$ cat src/include/rsg_pkg.sv
`default_nettype none
package rsg_pkg;
  // ****************************
  // Register map and fields
  // ****************************
  localparam int          AXI_AW      = 4;
  localparam logic [3:0]  OFF_RESCFG  = 4'h0;
  localparam logic [3:0]  OFF_PLLMULT = 4'h4;
  localparam logic [3:0]  OFF_SYSDIV  = 4'h8;
  localparam logic [3:0]  OFF_STATUS  = 4'hC;
  localparam int          CTRL_REL_B  = 0;
  localparam int          ANA_REL_B   = 1;
  localparam int          IMULT_W     = 7;
  localparam int          IMULT_LSB   = 0;
  localparam int          FMULT_W     = 2;
  localparam int          FMULT_LSB   = 8;
  localparam int          DIV_W       = 3;
  localparam int          CNT_W       = 7;
  localparam logic [6:0]  IMULT_BYP   = 7'h00;
  localparam logic [6:0]  IMULT_RST   = 7'h00;
  localparam logic [1:0]  FMULT_RST   = 2'h0;
  localparam logic [2:0]  DIV_RST     = 3'h0;
  localparam logic [1:0]  RESP_OKAY   = 2'h0;
  localparam logic [1:0]  RESP_DECERR = 2'h3;

  typedef struct packed {
    logic por_n;
    logic irqc_n;
    logic wdog0_n;
    logic wdog1_n;
    logic nmi_wdog_n;
  } rsg_rst_req_s;

  typedef struct packed {
    logic                awrdy;
    logic                wrdy;
    logic                arrdy;
    logic                aw_full;
    logic [AXI_AW-1:0]   aw_addr;
    logic                w_full;
    logic [31:0]         w_data;
    logic [3:0]          w_strb;
    logic                bvalid;
    logic [1:0]          bresp;
    logic                rvalid;
    logic [31:0]         rdata;
    logic [1:0]          rresp;
    logic                ctrl_rel;
    logic                ana_rel;
    logic [IMULT_W-1:0]  imult;
    logic [FMULT_W-1:0]  fmult;
    logic [DIV_W-1:0]    div;
    logic                pll_en;
    logic                act_byp;
    logic [DIV_W-1:0]    act_div;
    logic                osc_q;
    logic                pll_q;
    logic                half;
    logic                src_q;
    logic [CNT_W-1:0]    cnt;
    logic                sysclk;
    logic                ars_oe;
    logic                xrs_oe;
    logic                master_rst_n;
    logic                ctrl_rst_n;
    logic                ana_rst_n;
    logic                gpio_hiz;
    logic                lp_fast;
    logic                lp_slow;
    logic                mcd_ref;
    logic                usb_ref;
    logic                can_clk;
  } rsg_state_s;
endpackage
`default_nettype wire

$ cat src/rtl/rsg_top.sv
// Behaviour
// - Power-on reset drives both reset pins low, independent of regulators.
// - Power-on reset resets both subsystems and floats every GPIO.
// - Digital reset pin driven by AND of active-low requests and power-on reset.
// - Control and analog subsystems stay in reset until software sets release bits.
// - Reset pins open-drain; device stays in reset while digital pin held low; analog pin low resets only analog subsystem.
// - Internal oscillator clocks fixed; low-power clock outputs pass them only in low-power mode.
// - Fast internal oscillator clock is missing-clock detection reference.
// - Aux clock input feeds only USB PLL reference and CAN clocks.
// - PLL multiplies oscillator clock by integer plus fractional multiplier fields.
// - Raw PLL output halved, then muxed against undivided oscillator clock.
// - Integer multiplier zero selects bypass, passing the oscillator clock.
// - Integer codes one to thirty-one give factor equal to their value.
// - Codes thirty-two to one hundred twenty-seven likewise give their value.
// - Mux output passes system divider to become the main system clock.
`default_nettype none
module rsg_top (
  input  wire logic        i_mclk,
  input  wire logic        i_reset_n,
  input  wire logic [3:0]  i_awaddr,
  input  wire logic        i_awvalid,
  output logic             o_awready,
  input  wire logic [31:0] i_wdata,
  input  wire logic [3:0]  i_wstrb,
  input  wire logic        i_wvalid,
  output logic             o_wready,
  output logic [1:0]       o_bresp,
  output logic             o_bvalid,
  input  wire logic        i_bready,
  input  wire logic [3:0]  i_araddr,
  input  wire logic        i_arvalid,
  output logic             o_arready,
  output logic [31:0]      o_rdata,
  output logic [1:0]       o_rresp,
  output logic             o_rvalid,
  input  wire logic        i_rready,
  input  wire logic        i_por_n,
  input  wire logic        i_irqc_rst_n,
  input  wire logic        i_wdog0_rst_n,
  input  wire logic        i_wdog1_rst_n,
  input  wire logic        i_nmi_wdog_rst_n,
  input  wire logic        i_ars_pin_in,
  output logic             o_ars_pin_out,
  output logic             o_ars_pin_oe,
  input  wire logic        i_xrs_pin_in,
  output logic             o_xrs_pin_out,
  output logic             o_xrs_pin_oe,
  output logic             o_master_rst_n,
  output logic             o_control_rst_n,
  output logic             o_analog_rst_n,
  output logic             o_gpio_hiz,
  input  wire logic        i_fast_osc_clk,
  input  wire logic        i_slow_osc_clk,
  input  wire logic        i_low_power,
  output logic             o_lp_fast_clk,
  output logic             o_lp_slow_clk,
  output logic             o_mcd_ref_clk,
  input  wire logic        i_aux_clk,
  output logic             o_usbpll_ref_clk,
  output logic             o_can_clk,
  input  wire logic        i_osc_clk,
  input  wire logic        i_pll_raw_clk,
  output logic [6:0]       o_pll_int_mult,
  output logic [1:0]       o_pll_frac_mult,
  output logic             o_pll_enable,
  output logic             o_sys_clk
);
  // ****************************
  // State
  // ****************************
  rsg_pkg::rsg_state_s     st;
  rsg_pkg::rsg_state_s     next_st;
  rsg_pkg::rsg_rst_req_s   req;
  logic                    dig_ok_n;
  logic                    src;
  logic                    nbyp;
  logic                    nsrc;
  logic [31:0]             rd_word;

  assign req = '{i_por_n, i_irqc_rst_n, i_wdog0_rst_n, i_wdog1_rst_n, i_nmi_wdog_rst_n};
  assign dig_ok_n = &req;

  function automatic logic [31:0] read_reg(input rsg_pkg::rsg_state_s s,
                                           input logic [3:0] a);
    logic [31:0] v;
    v = 32'h0000_0000;
    case (a)
      rsg_pkg::OFF_RESCFG: begin
        v[rsg_pkg::CTRL_REL_B] = s.ctrl_rel;
        v[rsg_pkg::ANA_REL_B]  = s.ana_rel;
      end
      rsg_pkg::OFF_PLLMULT: begin
        v[rsg_pkg::IMULT_LSB +: rsg_pkg::IMULT_W] = s.imult;
        v[rsg_pkg::FMULT_LSB +: rsg_pkg::FMULT_W] = s.fmult;
      end
      rsg_pkg::OFF_SYSDIV: v[rsg_pkg::DIV_W-1:0] = s.div;
      rsg_pkg::OFF_STATUS: v[8:0] = {s.act_div, s.act_byp, s.sysclk, s.gpio_hiz,
                                     s.ana_rst_n, s.ctrl_rst_n, s.master_rst_n};
      default: v = 32'h0000_0000;
    endcase
    return v;
  endfunction

  function automatic logic mapped(input logic [3:0] a);
    return (a == rsg_pkg::OFF_RESCFG) || (a == rsg_pkg::OFF_PLLMULT) ||
           (a == rsg_pkg::OFF_SYSDIV) || (a == rsg_pkg::OFF_STATUS);
  endfunction

  assign rd_word = read_reg(st, i_araddr);

  // ****************************
  // Next state
  // ****************************
  always_comb begin
    next_st = st;
    src     = 1'b0;
    nbyp    = 1'b0;
    nsrc    = 1'b0;
    // Bus: channel releases before new captures
    if (st.bvalid && i_bready) begin
      next_st.bvalid = 1'b0;
    end
    if (st.rvalid && i_rready) begin
      next_st.rvalid = 1'b0;
    end
    if (i_awvalid && st.awrdy) begin
      next_st.aw_full = 1'b1;
      next_st.aw_addr = i_awaddr;
    end
    if (i_wvalid && st.wrdy) begin
      next_st.w_full = 1'b1;
      next_st.w_data = i_wdata;
      next_st.w_strb = i_wstrb;
    end
    if (st.aw_full && st.w_full && !st.bvalid) begin
      next_st.aw_full = 1'b0;
      next_st.w_full  = 1'b0;
      next_st.bvalid  = 1'b1;
      next_st.bresp   = mapped(st.aw_addr) ? rsg_pkg::RESP_OKAY : rsg_pkg::RESP_DECERR;
      case (st.aw_addr)
        rsg_pkg::OFF_RESCFG: begin
          if (st.w_strb[0]) begin
            next_st.ctrl_rel = st.w_data[rsg_pkg::CTRL_REL_B];
            next_st.ana_rel  = st.w_data[rsg_pkg::ANA_REL_B];
          end
        end
        rsg_pkg::OFF_PLLMULT: begin
          if (st.w_strb[0]) begin
            next_st.imult = st.w_data[rsg_pkg::IMULT_LSB +: rsg_pkg::IMULT_W];
          end
          if (st.w_strb[1]) begin
            next_st.fmult = st.w_data[rsg_pkg::FMULT_LSB +: rsg_pkg::FMULT_W];
          end
        end
        rsg_pkg::OFF_SYSDIV: begin
          if (st.w_strb[0]) begin
            next_st.div = st.w_data[rsg_pkg::DIV_W-1:0];
          end
        end
        default: begin
        end
      endcase
    end
    if (i_arvalid && st.arrdy) begin
      next_st.rvalid = 1'b1;
      next_st.rdata  = rd_word;
      next_st.rresp  = mapped(i_araddr) ? rsg_pkg::RESP_OKAY : rsg_pkg::RESP_DECERR;
    end
    next_st.awrdy = !next_st.aw_full && !next_st.bvalid;
    next_st.wrdy  = !next_st.w_full && !next_st.bvalid;
    next_st.arrdy = !next_st.rvalid;

    // Reset pins and subsystem resets
    next_st.ars_oe       = !i_por_n;
    next_st.xrs_oe       = !dig_ok_n;
    next_st.gpio_hiz     = !i_por_n;
    next_st.master_rst_n = i_por_n && i_xrs_pin_in;
    if (!i_por_n || !i_xrs_pin_in) begin
      next_st.ctrl_rel = 1'b0;
      next_st.ana_rel  = 1'b0;
    end
    next_st.ctrl_rst_n = i_por_n && i_xrs_pin_in && st.ctrl_rel;
    next_st.ana_rst_n  = i_por_n && i_ars_pin_in && st.ana_rel;

    // Fixed clock routing
    next_st.lp_fast = i_fast_osc_clk && i_low_power;
    next_st.lp_slow = i_slow_osc_clk && i_low_power;
    next_st.mcd_ref = i_fast_osc_clk;
    next_st.usb_ref = i_aux_clk;
    next_st.can_clk = i_aux_clk;

    // System clock path
    next_st.pll_en = (st.imult != rsg_pkg::IMULT_BYP);
    next_st.osc_q  = i_osc_clk;
    next_st.pll_q  = i_pll_raw_clk;
    if (i_pll_raw_clk && !st.pll_q) begin
      next_st.half = !st.half;
    end
    src           = st.act_byp ? st.osc_q : st.half;
    next_st.src_q = src;
    if (src && !st.src_q) begin
      next_st.cnt = st.cnt + rsg_pkg::CNT_W'(1);
    end
    if (st.act_div == '0) begin
      next_st.sysclk = src;
    end else begin
      next_st.sysclk = st.cnt[st.act_div - rsg_pkg::DIV_W'(1)];
    end
    // Switch only with output and new source both low
    nbyp = (st.imult == rsg_pkg::IMULT_BYP);
    nsrc = nbyp ? st.osc_q : st.half;
    if (((nbyp != st.act_byp) || (st.div != st.act_div)) && !st.sysclk && !nsrc) begin
      next_st.act_byp = nbyp;
      next_st.act_div = st.div;
      next_st.cnt     = '0;
      next_st.src_q   = nsrc;
      next_st.sysclk  = 1'b0;
    end
  end

  // ****************************
  // Registers
  // ****************************
  always_ff @(posedge i_mclk or negedge i_reset_n) begin
    if (!i_reset_n) begin
      st              <= '0;
      st.imult        <= rsg_pkg::IMULT_RST;
      st.fmult        <= rsg_pkg::FMULT_RST;
      st.div          <= rsg_pkg::DIV_RST;
      st.act_byp      <= 1'b1;
      st.act_div      <= rsg_pkg::DIV_RST;
      st.ars_oe       <= 1'b1;
      st.xrs_oe       <= 1'b1;
      st.gpio_hiz     <= 1'b1;
    end else begin
      st <= next_st;
    end
  end

  assign o_awready        = st.awrdy;
  assign o_wready         = st.wrdy;
  assign o_bvalid         = st.bvalid;
  assign o_bresp          = st.bresp;
  assign o_arready        = st.arrdy;
  assign o_rvalid         = st.rvalid;
  assign o_rdata          = st.rdata;
  assign o_rresp          = st.rresp;
  assign o_ars_pin_out    = 1'b0;
  assign o_xrs_pin_out    = 1'b0;
  assign o_ars_pin_oe     = st.ars_oe;
  assign o_xrs_pin_oe     = st.xrs_oe;
  assign o_master_rst_n   = st.master_rst_n;
  assign o_control_rst_n  = st.ctrl_rst_n;
  assign o_analog_rst_n   = st.ana_rst_n;
  assign o_gpio_hiz       = st.gpio_hiz;
  assign o_lp_fast_clk    = st.lp_fast;
  assign o_lp_slow_clk    = st.lp_slow;
  assign o_mcd_ref_clk    = st.mcd_ref;
  assign o_usbpll_ref_clk = st.usb_ref;
  assign o_can_clk        = st.can_clk;
  assign o_pll_int_mult   = st.imult;
  assign o_pll_frac_mult  = st.fmult;
  assign o_pll_enable     = st.pll_en;
  assign o_sys_clk        = st.sysclk;
endmodule
`default_nettype wire

$ cat config.mk
export PLATFORM = sky130hd
export DESIGN_NAME = rsg_top
export DESIGN_NICKNAME = d
export VERILOG_FILES = /design/src/include/rsg_pkg.sv /design/src/rtl/rsg_top.sv
export SDC_FILE = /design/constraint.sdc
export NUM_CORES = 1
export LEC_CHECK = 0
export BUFFER_PORTS_ARGS = -buffer_cell sky130_fd_sc_hd__buf_2
export CAP_MARGIN = 10
export CORE_ASPECT_RATIO = 1.1
export CORE_MARGIN = 5
export CORE_UTILIZATION = 51
export CTS_BUF_LIST = sky130_fd_sc_hd__clkbuf_2 sky130_fd_sc_hd__clkbuf_4 sky130_fd_sc_hd__clkbuf_8
export DETAILED_ROUTE_END_ITERATION = 8
export GPL_TIMING_DRIVEN = 0
export MAX_ROUTING_LAYER = met4
export PLACE_DENSITY = 0.78
export SLEW_MARGIN = 40
export SYNTH_ARGS = -nofsm -noshare
export SYNTH_HDL_FRONTEND = slang
export SYNTH_SLANG_ARGS = --single-unit
$ cat constraint.sdc
create_clock -name i_mclk -period 2.3 [get_ports i_mclk]
set_input_delay 0.23 -clock i_mclk [delete_from_list [all_inputs] [get_ports i_mclk]]
set_output_delay 0.23 -clock i_mclk [all_outputs]
set_load 0.01 [all_outputs]
### After elaboration in Yosys (flattened, before gate mapping)

Cells that the tools add are included.
W data, S select, Z words.

* input port bits: 64
* logic and storage cells: 133
* bits in registers: 101

* eq/ne operators: 8
* reductions and logical operators: 54
* $lt $le $gt $ge: 1
* $add $sub $neg: 2
* multiplexer cells: 32

Operators with widths (number)
* $mux W37: 1
* $mux W35: 1
* $logic_and A1 B1 Y1: 19
* $mux W9: 2
* $eq A4 B4 Y1 const B: 4
* $mux W14: 1
* $mux W7: 2
* $logic_not A1 Y1: 13
* $mux W2: 6
* $reduce_and A3 Y1: 4
* $mux W1: 10
* $mux W3: 3
* $eq A4 B3 Y1 const B: 2
* $logic_not A4 Y1: 2
* $logic_or A1 B1 Y1: 8
* $pmux W2 S4: 1
* $pmux W4 S2: 1
* $reduce_bool A2 Y1: 4
* $add A7 B1 Y7 const B: 1
* $logic_not A7 Y1: 1
* $reduce_bool A7 Y1: 1
* $mux W5: 1
* $reduce_and A5 Y1: 1
* $lt A3 B4 Y1 const B: 1
* 7 further kinds: 7

### Longest topological paths before layout

Gate-level depths: netlist (run 1).

* depth after elaboration: 8
* mapped depth: 7
* depth with buffers taken out: 6

### Least setup slack after synthesis (run 1)

No wires, ideal clock.

* path type: register to register
* start point: register st (netlist bit o_pll_int_mult[1])
* end point: register st[24] (netlist name)
* buffers on the path: 1
* data required time: 2.175 ns
* slack: 0.198 ns
* period minus slack after synthesis: 2.102 ns
* cell stages (with the launch flop): 6
* arrival: 1.977 ns
* path through: dfrtp_1 > or4_4 > or4_4 > o22ai_2 > buf_6 > mux2_4

* longest elaborated chain between the ends: 5

Ends and longest elaborated chain
* from (decl): line rsg_top.sv:71 `rsg_pkg::rsg_state_s st;`
* from (signal assigned): line rsg_top.sv:236 `st <= next_st;`
* $logic_not A7 Y1 *: line rsg_top.sv:210 `nbyp = (st.imult == rsg_pkg::IMULT_BYP);`
* $ne A1 B1 Y1: line rsg_top.sv:212 `if (((nbyp != st.act_byp) || (st.div != st.act_div)) && !st.sysclk && !nsrc) begin`
* $logic_or A1 B1 Y1: line rsg_top.sv:212
* $logic_and A1 B1 Y1: line rsg_top.sv:212
* $logic_and A1 B1 Y1 *: line rsg_top.sv:212

Every way passes the cells marked *; elsewhere a longest branch is shown, timed or not.
A chain may end at the register's enable or synchronous reset.

### Worst setup path after layout (run 1)

Ends and elaborated chain as after synthesis.

==> results of run 1 <==
[per-layer routing]
layer  vias up  share of wire (%)  global-route usage [%]
li1       1178                  -                       -
met1      1092                 44                    22.2
met2        83                 47                    25.2
met3        13                7.0                    2.80
met4         0                2.0                    8.84
met5         -                  0                       -
[synthesized netlist by cell type, types with 4 or more instances]
master	instances	area share (%)
buf_4	49	11
inv_1	6	0.65
and3_1	4	0.72
o21ai_0	11	1.6
mux2i_1	6	1.7
nand2_1	24	2.6
nor3_1	4	0.57
dfrtp_1	71	51
a21oi_1	4	0.57
nor4b_1	5	1.3
xnor2_1	7	1.8
clkbuf_1	4	0.43
mux2_2	31	10
a22oi_1	5	1.1
nor2_1	13	1.4
nand3_1	4	0.57
[logic make-up (layout without fill, tap and decap cells)]
group / after synthesis / count (layout)
other: 1 / 24
adders and majority gates: 3 / 3
DFF: 74 / 74
AOI/OAI and AO/OA: 26 / 26
muxes: 41 / 41
xor gates and xnor gates: 10 / 10
buffers and inverters: 60 / 161
and+or+nand+nor: 77 / 77
[worst max path at each step]
stage,startpoint,end,depth (start not counted)
6_report,o_pll_int_mult[1]$_DFFE_PN0P_,st[24]$_DFFE_PN0P_,5
5_1_grt,o_pll_int_mult[1]$_DFFE_PN0P_,st[24]$_DFFE_PN0P_,5
4_1_cts,o_pll_int_mult[1]$_DFFE_PN0P_,st[24]$_DFFE_PN0P_,5
3_5_place_dp,o_pll_int_mult[1]$_DFFE_PN0P_,st[24]$_DFFE_PN0P_,5
3_3_place_gp,o_pll_int_mult[1]$_DFFE_PN0P_,st[24]$_DFFE_PN0P_,5
2_1_floorplan,o_pll_int_mult[1]$_DFFE_PN0P_,st[24]$_DFFE_PN0P_,5
[power breakdown]
group | total [W] | internal [W] | switching [W]
Sequential | 0.00195 | 0.00165 | 0.000303
Clock | 0.00101 | 0.000515 | 0.000494
Combinational | 0.00123 | 0.000681 | 0.000544
Total | 0.00418 | 0.00284 | 0.00134
[state kept, by name, indices dropped and copies added, names as in the netlist, 2 cells and up]
name and count:
st 37, o_rdata 10, o_pll_int_mult 7, o_pll_frac_mult 2
[worst register-to-register path: cells and delay by family, from the launching register on]
kind                   cells  cell delay, ps
AND/OR/NAND/NOR            2            1080
flip-flops                 1             440
multiplexers               1             300
buffers and inverters      1             170
AO/OA/AOI/OAI              1             160
[layout by cell type, fill, tap and decap left out, types with 4 or more instances in the layout]
| cell | count |
|---|---|
| nor3_1 | 4 |
| a21oi_1 | 4 |
| dlygate4sd3_1 | 6 |
| mux2_2 | 31 |
| nor2_1 | 13 |
| buf_4 | 49 |
| nand2_1 | 24 |
| inv_1 | 6 |
| conb_1 | 24 |
| o21ai_0 | 11 |
| mux2i_1 | 6 |
| xnor2_1 | 7 |
| nor4b_1 | 4 |
| dfrtp_1 | 71 |
| and3_1 | 4 |
| clkbuf_8 | 9 |
| a22oi_1 | 5 |
| buf_2 | 78 |
| nand3_1 | 4 |
[repair_timing]
item,4_1_cts,5_1_grt
endpoints found under the setup margin,0,1
hold buffers,6,0
endpoints found under the hold margin,42,0
[stage by stage]
stage | utilization (%) | hold WS [ps] | power [W] | cell area (sq um) | worst slack [ps]
finish | 65.8 | 24.9 | 0.00418 | 4360 | 54.4
CTS | 65.8 | 11.1 | 0.00422 | 4360 | 60.6
detailed placement | 61.9 | 151 | 0.00321 | 4100 | 70.8
global placement | 61.4 | 339 | 0.00313 | 4070 | 76.7
global route | 65.8 | 16.2 | 0.00443 | 4360 | 10.7
floorplan | - | -65.6 | 0.00280 | 3570 | 198
[layout make-up]
class / instances / area share, %
clock inverter: 6 / 1.52
sequential: 74 / 42.5
clock buffer: 10 / 3.01
tap: 82 / 2.35
inverter: 6 / 0.516
buffer: 53 / 8.94
multi-input combinational: 181 / 30.1
timing repair buffer: 86 / 11.0
==> metrics.yaml, run 1 <==
status:
  status: "complete, no violations"
layout:
  multiInputGateArea_sq_um: 1310
  nFillCells: 536
  syn2layout_area_growth_pct: 25.2
  antennaDiodeCount: 0
  regArea_sq_um: 1860
  drive_above_1_share_pct: 46.2
  num-nets-final: 478
  final_cells: 498
setup_path:
  rr_startpoint: "o_pll_int_mult[1]$_DFFE_PN0P_"
  crit_path_end_kind: "flip-flop"
  r2r_slack_ps: 50
  crit_path_top_delay_cell: "or4_4"
  path_buf_inv: 1
  max_stage_delay_ps: 570
  worstPathArrival_ps: 2490
  cp_cell_sequence: "or4_4 > or4_4 > o22ai_2 > buf_6 > mux2_4"
  critical_path.top_delay_family: "simple AND/OR/NAND/NOR gates"
  crit_top_cell: "or4_4"
  r2r_end: "st[24]$_DFFE_PN0P_"
  critPathKind: "reg -> reg"
  worst-path-max-fanout: 10
  worstPathRequired_ps: 2540
  worstRegToRegCells: 5
  start_kind: "flip-flop"
clock_tree:
  ctsResizeCount: 0
  clk_pin_slew_ps: 80
  cts_buffers: 9
  cts_tree: "done"
  htreeDepth: 3
  cts_buffer_depth: 2
  cts-root-buf: "clkbuf_8"
  clkSinkCount: 74
  postCtsSetupRepairBufs: 0
  clkLatencyLatePin_ps: 350
global_route:
  grt_pass1_vias: 2337
  grt_overflow_total: 0
  grt_max_degree: 39
  grtUsageTotal_pct: 17.0
  grt_first_pass_wirelength_um: 11000
  antenna_found_initial: 0
die:
  fp.dieH_um: 96.7
  core_area_sq_um: 6630
  start_util_pct: 52.6
  io-pin-count: 129
  fp.dieArea_sq_um: 8590
  num_rows: 31
  die_w_um: 88.8
drt:
  viasPerCell: 4.75
  wirelength_um: 6830
  dr_total_vias: 2366
  drt_iter0_markers: 143
  wire_per_inst_um: 13.7
  drc: 0
  first_pass_iters: 4
  antenna_left: 0
placed_design:
  dp_hpwl_um: 5290
  dp_cells: 477
  gp_congestion: 0.833
  io_buffers: 79
timing:
  layout_min_cycle_time_ps: 2250
  tightest_slew_ps: 630
  min_period_over_period_pct: 97.6
  final-max-slew-violation-count: 0
  final_hold_viol_count: 0
  tns_ps: 0
  fin_skew_ps: 10.8
  rsz0062_at_grt: "false"
  setup_viol: 0
  fmax_ghz: 0.445
  slew_headroom_pct: 56.8
hold_path:
  min_to: "o_xrs_pin_oe$_DFF_PN1_"
  holdCritStartpoint: "i_nmi_wdog_rst_n"
  min_path_cells: 2
  holdCritPathClass: "in -> reg"
logic_synthesis:
  synth-main-ff-cell: "dfrtp_1"
  synth_xor_area_share_pct: 2.51
  synthDistinctLibCells: 41
  synth_edf_count: 0
  synth_compound_area_share_pct: 4.81
  syn_area_per_cell_sq_um: 11.9
  synthArstFlopShare_pct: 100
  synth_warnings: 0
  synth_fa_ha_area_share_pct: 1.08
  synth_top_family_by_area: "multiplexers"
  ys_seq_area_share_pct: 53.2
  synthSimpleGateAreaFrac_pct: 12.1
  syn_inst: 292
  syn_area_sq_um: 3490
  ys_seq_elements: 74
  muxShareOfSynthArea_pct: 14.2
flow_run:
  cap_violations: 0
power_and_ir_drop:
  power_density_nw_per_um2: 959
  ir_worst_vdd_mv: 0.660
  power_leakage_nw: 2.23
Power figures use the tool's default switching activity.
==> run 2, diff against run 1 <==
Settings changed: CELL_PAD_IN_SITES_DETAIL_PLACEMENT set to 0, CELL_PAD_IN_SITES_GLOBAL_PLACEMENT set to 1, CORE_UTILIZATION 51 to 39.
==> run 2 against run 1 <==
Compared with the run above: sequential power hardly changed; register-to-register slack hardly changed; clock power is 4% higher; die area is 27% higher; clock skew is 1.6 ps lower; cell count is 6.4% higher; power is 1.4% higher; count of clock-buffer cells in the layout is 1 higher; critical path depth stayed put; via count is 0.46% higher; utilization is 15 points lower; maximum frequency is 0.23% higher; largest cell class unchanged; largest power group unchanged.
==> metrics.yaml, run 2 (synthesis results as in run 1) <==
setup_path:
  path_buf_inv: 1  # unchanged
  worstRegToRegCells: 5  # unchanged
  critical_path.top_delay_family: "simple AND/OR/NAND/NOR gates"  # unchanged
  rr_startpoint: "o_pll_int_mult[1]$_DFFE_PN0P_"  # unchanged
  worstPathArrival_ps: 2470  # was 2490 ps
  start_kind: "flip-flop"  # unchanged
  max_stage_delay_ps: 550  # was 570 ps
  crit_path_end_kind: "flip-flop"  # unchanged
  critPathKind: "reg -> reg"  # unchanged
  worst-path-max-fanout: 10  # unchanged
  worstPathRequired_ps: 2530  # was 2540 ps
  cp_cell_sequence: "or4_4 > or4_4 > o22ai_2 > buf_6 > mux2_4"  # unchanged
  crit_top_cell: "or4_4"  # unchanged
  r2r_end: "st[24]$_DFFE_PN0P_"  # unchanged
  crit_path_top_delay_cell: "or4_4"  # unchanged
  r2r_slack_ps: 60  # was 50 ps
clock_tree:
  htreeDepth: 3  # unchanged
  postCtsSetupRepairBufs: 0  # unchanged
  clk_pin_slew_ps: 80  # about the same
  clkLatencyLatePin_ps: 340  # was 350 ps
  clkSinkCount: 74  # unchanged
  cts_buffers: 9  # unchanged
  cts-root-buf: "clkbuf_8"  # unchanged
  cts_tree: "done"  # unchanged
  cts_buffer_depth: 2  # unchanged
die:
  fp.dieArea_sq_um: 10900  # was 8590 sq um
  die_w_um: 100  # was 88.8 um
  io-pin-count: 129  # unchanged
  core_area_sq_um: 8780  # was 6630 sq um
  start_util_pct: 39.7  # was 52.6%
  fp.dieH_um: 109  # was 96.7 um
  num_rows: 36  # was 31
drt:
  route.met2.wl_um: 3410  # was 3240 um
  dr.max_layer_used: "met4"  # unchanged
  dr_total_vias: 2377  # was 2366
  antenna_left: 0  # unchanged
  met1Wirelength_um: 3200  # was 2970 um
  wirelength_um: 7180  # was 6830 um
  drt_iter0_markers: 97  # was 143
  drc: 0  # unchanged
  dr_wl_met3_um: 481  # was 475 um
  wire_per_inst_um: 13.6  # was 13.7 um
  viasPerCell: 4.48  # was 4.75
  first_pass_iters: 6  # was 4
hold_path:
  min_path_cells: 2  # unchanged
  holdCritStartpoint: "i_nmi_wdog_rst_n"  # unchanged
  holdCritPathClass: "in -> reg"  # unchanged
  min_to: "o_xrs_pin_oe$_DFF_PN1_"  # unchanged
placed_design:
  io_buffers: 79  # unchanged
  placed_area_sq_um: 4150  # was 4100 sq um
  gp_congestion: 0.782  # was 0.833
  dp_cells: 509  # was 477
  dp_hpwl_um: 5520  # was 5290 um
timing:
  setup_viol: 0  # unchanged
  fin_skew_ps: 9.18  # was 10.8 ps
  layout_min_cycle_time_ps: 2240  # was 2250 ps
  final-max-slew-violation-count: 0  # unchanged
  tns_ps: 0  # unchanged
  rsz0062_at_grt: "false"  # unchanged
  fmax_ghz: 0.446  # was 0.445 GHz
  tightest_slew_ps: 722  # was 630 ps
  final_hold_viol_count: 0  # unchanged
  min_period_over_period_pct: 97.4  # was 97.6%
  slew_headroom_pct: 50.5  # was 56.8%
power_and_ir_drop:
  ir_worst_vdd_mv: 0.477  # was 0.660 mV
  power_leakage_nw: 2.25  # was 2.23 nW
  finalPower_w: 0.00424  # was 0.00418 W
  power_density_nw_per_um2: 957  # was 959 nW/um^2
global_route:
  grt_first_pass_wirelength_um: 11600  # was 11000 um
  grt_overflow_total: 0  # unchanged
  grt_max_degree: 47  # was 39
  grtUsageTotal_pct: 13.9  # was 17.0%
  antenna_found_initial: 0  # unchanged
  grt_pass1_vias: 2482  # was 2337
flow_run:
  cap_violations: 0  # unchanged
layout:
  largest_reg_flops: 37  # unchanged
  layout_commonest_cell: "buf_2"  # unchanged
  antennaDiodeCount: 0  # unchanged
  num-nets-final: 478  # unchanged
  final_cells: 530  # was 498
  regMostFlops: "st"  # unchanged
  utilization_pct: 50.5  # was 65.8%
  layout_common_cells: "78 x buf_2, 70 x dfrtp_1, 49 x buf_4"  # was 78 x buf_2, 71 x dfrtp_1, 49 x buf_4
  syn2layout_area_growth_pct: 27.1  # was 25.2%
  drive_above_1_share_pct: 46.6  # was 46.2%
  design_area_sq_um: 4430  # was 4360 sq um
status:
  status: "complete, no violations"  # unchanged
[run 2: changes by cell type in the layout (fill, tap and decap cells not counted), sizes merged]
cell	before	now
clkinvlp	3	1
clkinv	1	2
clkbuf	13	14
[run 2: worst max-delay path by stage]
| stage | start | to | slack (ps) | depth (start not counted) |
|---|---|---|---|---|
| 2_1_floorplan | o_pll_int_mult[1]$_DFFE_PN0P_ | st[24]$_DFFE_PN0P_ | 200 | 5 |
| 3_3_place_gp | o_pll_int_mult[1]$_DFFE_PN0P_ | st[24]$_DFFE_PN0P_ | 50 | 5 |
| 3_5_place_dp | st[23]$_DFFE_PN0P_ | o_sys_clk$_DFF_PN0_ | 60 | 7 |
| 4_1_cts | st[23]$_DFFE_PN0P_ | o_sys_clk$_DFF_PN0_ | 30 | 7 |
| 5_1_grt | o_pll_int_mult[1]$_DFFE_PN0P_ | st[24]$_DFFE_PN0P_ | 3 | 5 |
| 6_report | o_pll_int_mult[1]$_DFFE_PN0P_ | st[24]$_DFFE_PN0P_ | 60 | 5 |
[run 2: power by group]
| part | total (W) | leakage, nW | internal (W) | switching (W) |
|---|---|---|---|---|
| logic | 0.00123 | 1.21 | 0.000685 | 0.000550 |
| clock network | 0.00105 | 0.106 | 0.000564 | 0.000483 |
| registers | 0.00196 | 0.937 | 0.00165 | 0.000310 |
| total | 0.00424 | 2.25 | 0.00290 | 0.00134 |
[run 2: area by class of cell]
type,instances,area [sq um]
Timing Repair Buffer,86,489
Clock buffer,11,151
Sequential cell,74,1860
Clock inverter,5,60.1
Multi-Input combinational cell,181,1320
Tap cell,114,143
Buffer,53,390
Fill cell,823,4350
Inverter,6,22.5
[run 2: per-layer routing]
metal,global-route usage [%],up-vias
li1,-,1177
met1,18.0,1122
met2,21.3,73
met3,3.26,5
met4,5.20,0
met5,-,-
[run 2: per-stage QoR]
step           hold slack, ps  worst slack, ps
6_report                 39.8             59.5
5_1_grt                  15.6             3.11
4_1_cts                  4.79             34.8
3_5_place_dp              121             55.9
3_3_place_gp              338             47.6
2_1_floorplan           -65.6              198
[run 2: what timing repair did]
item                                    4_1_cts  5_1_grt
hold endpoints to repair                     32        1
endpoints found under the setup margin        0        9
hold buffers                                  5        1
resized for setup                             0        3
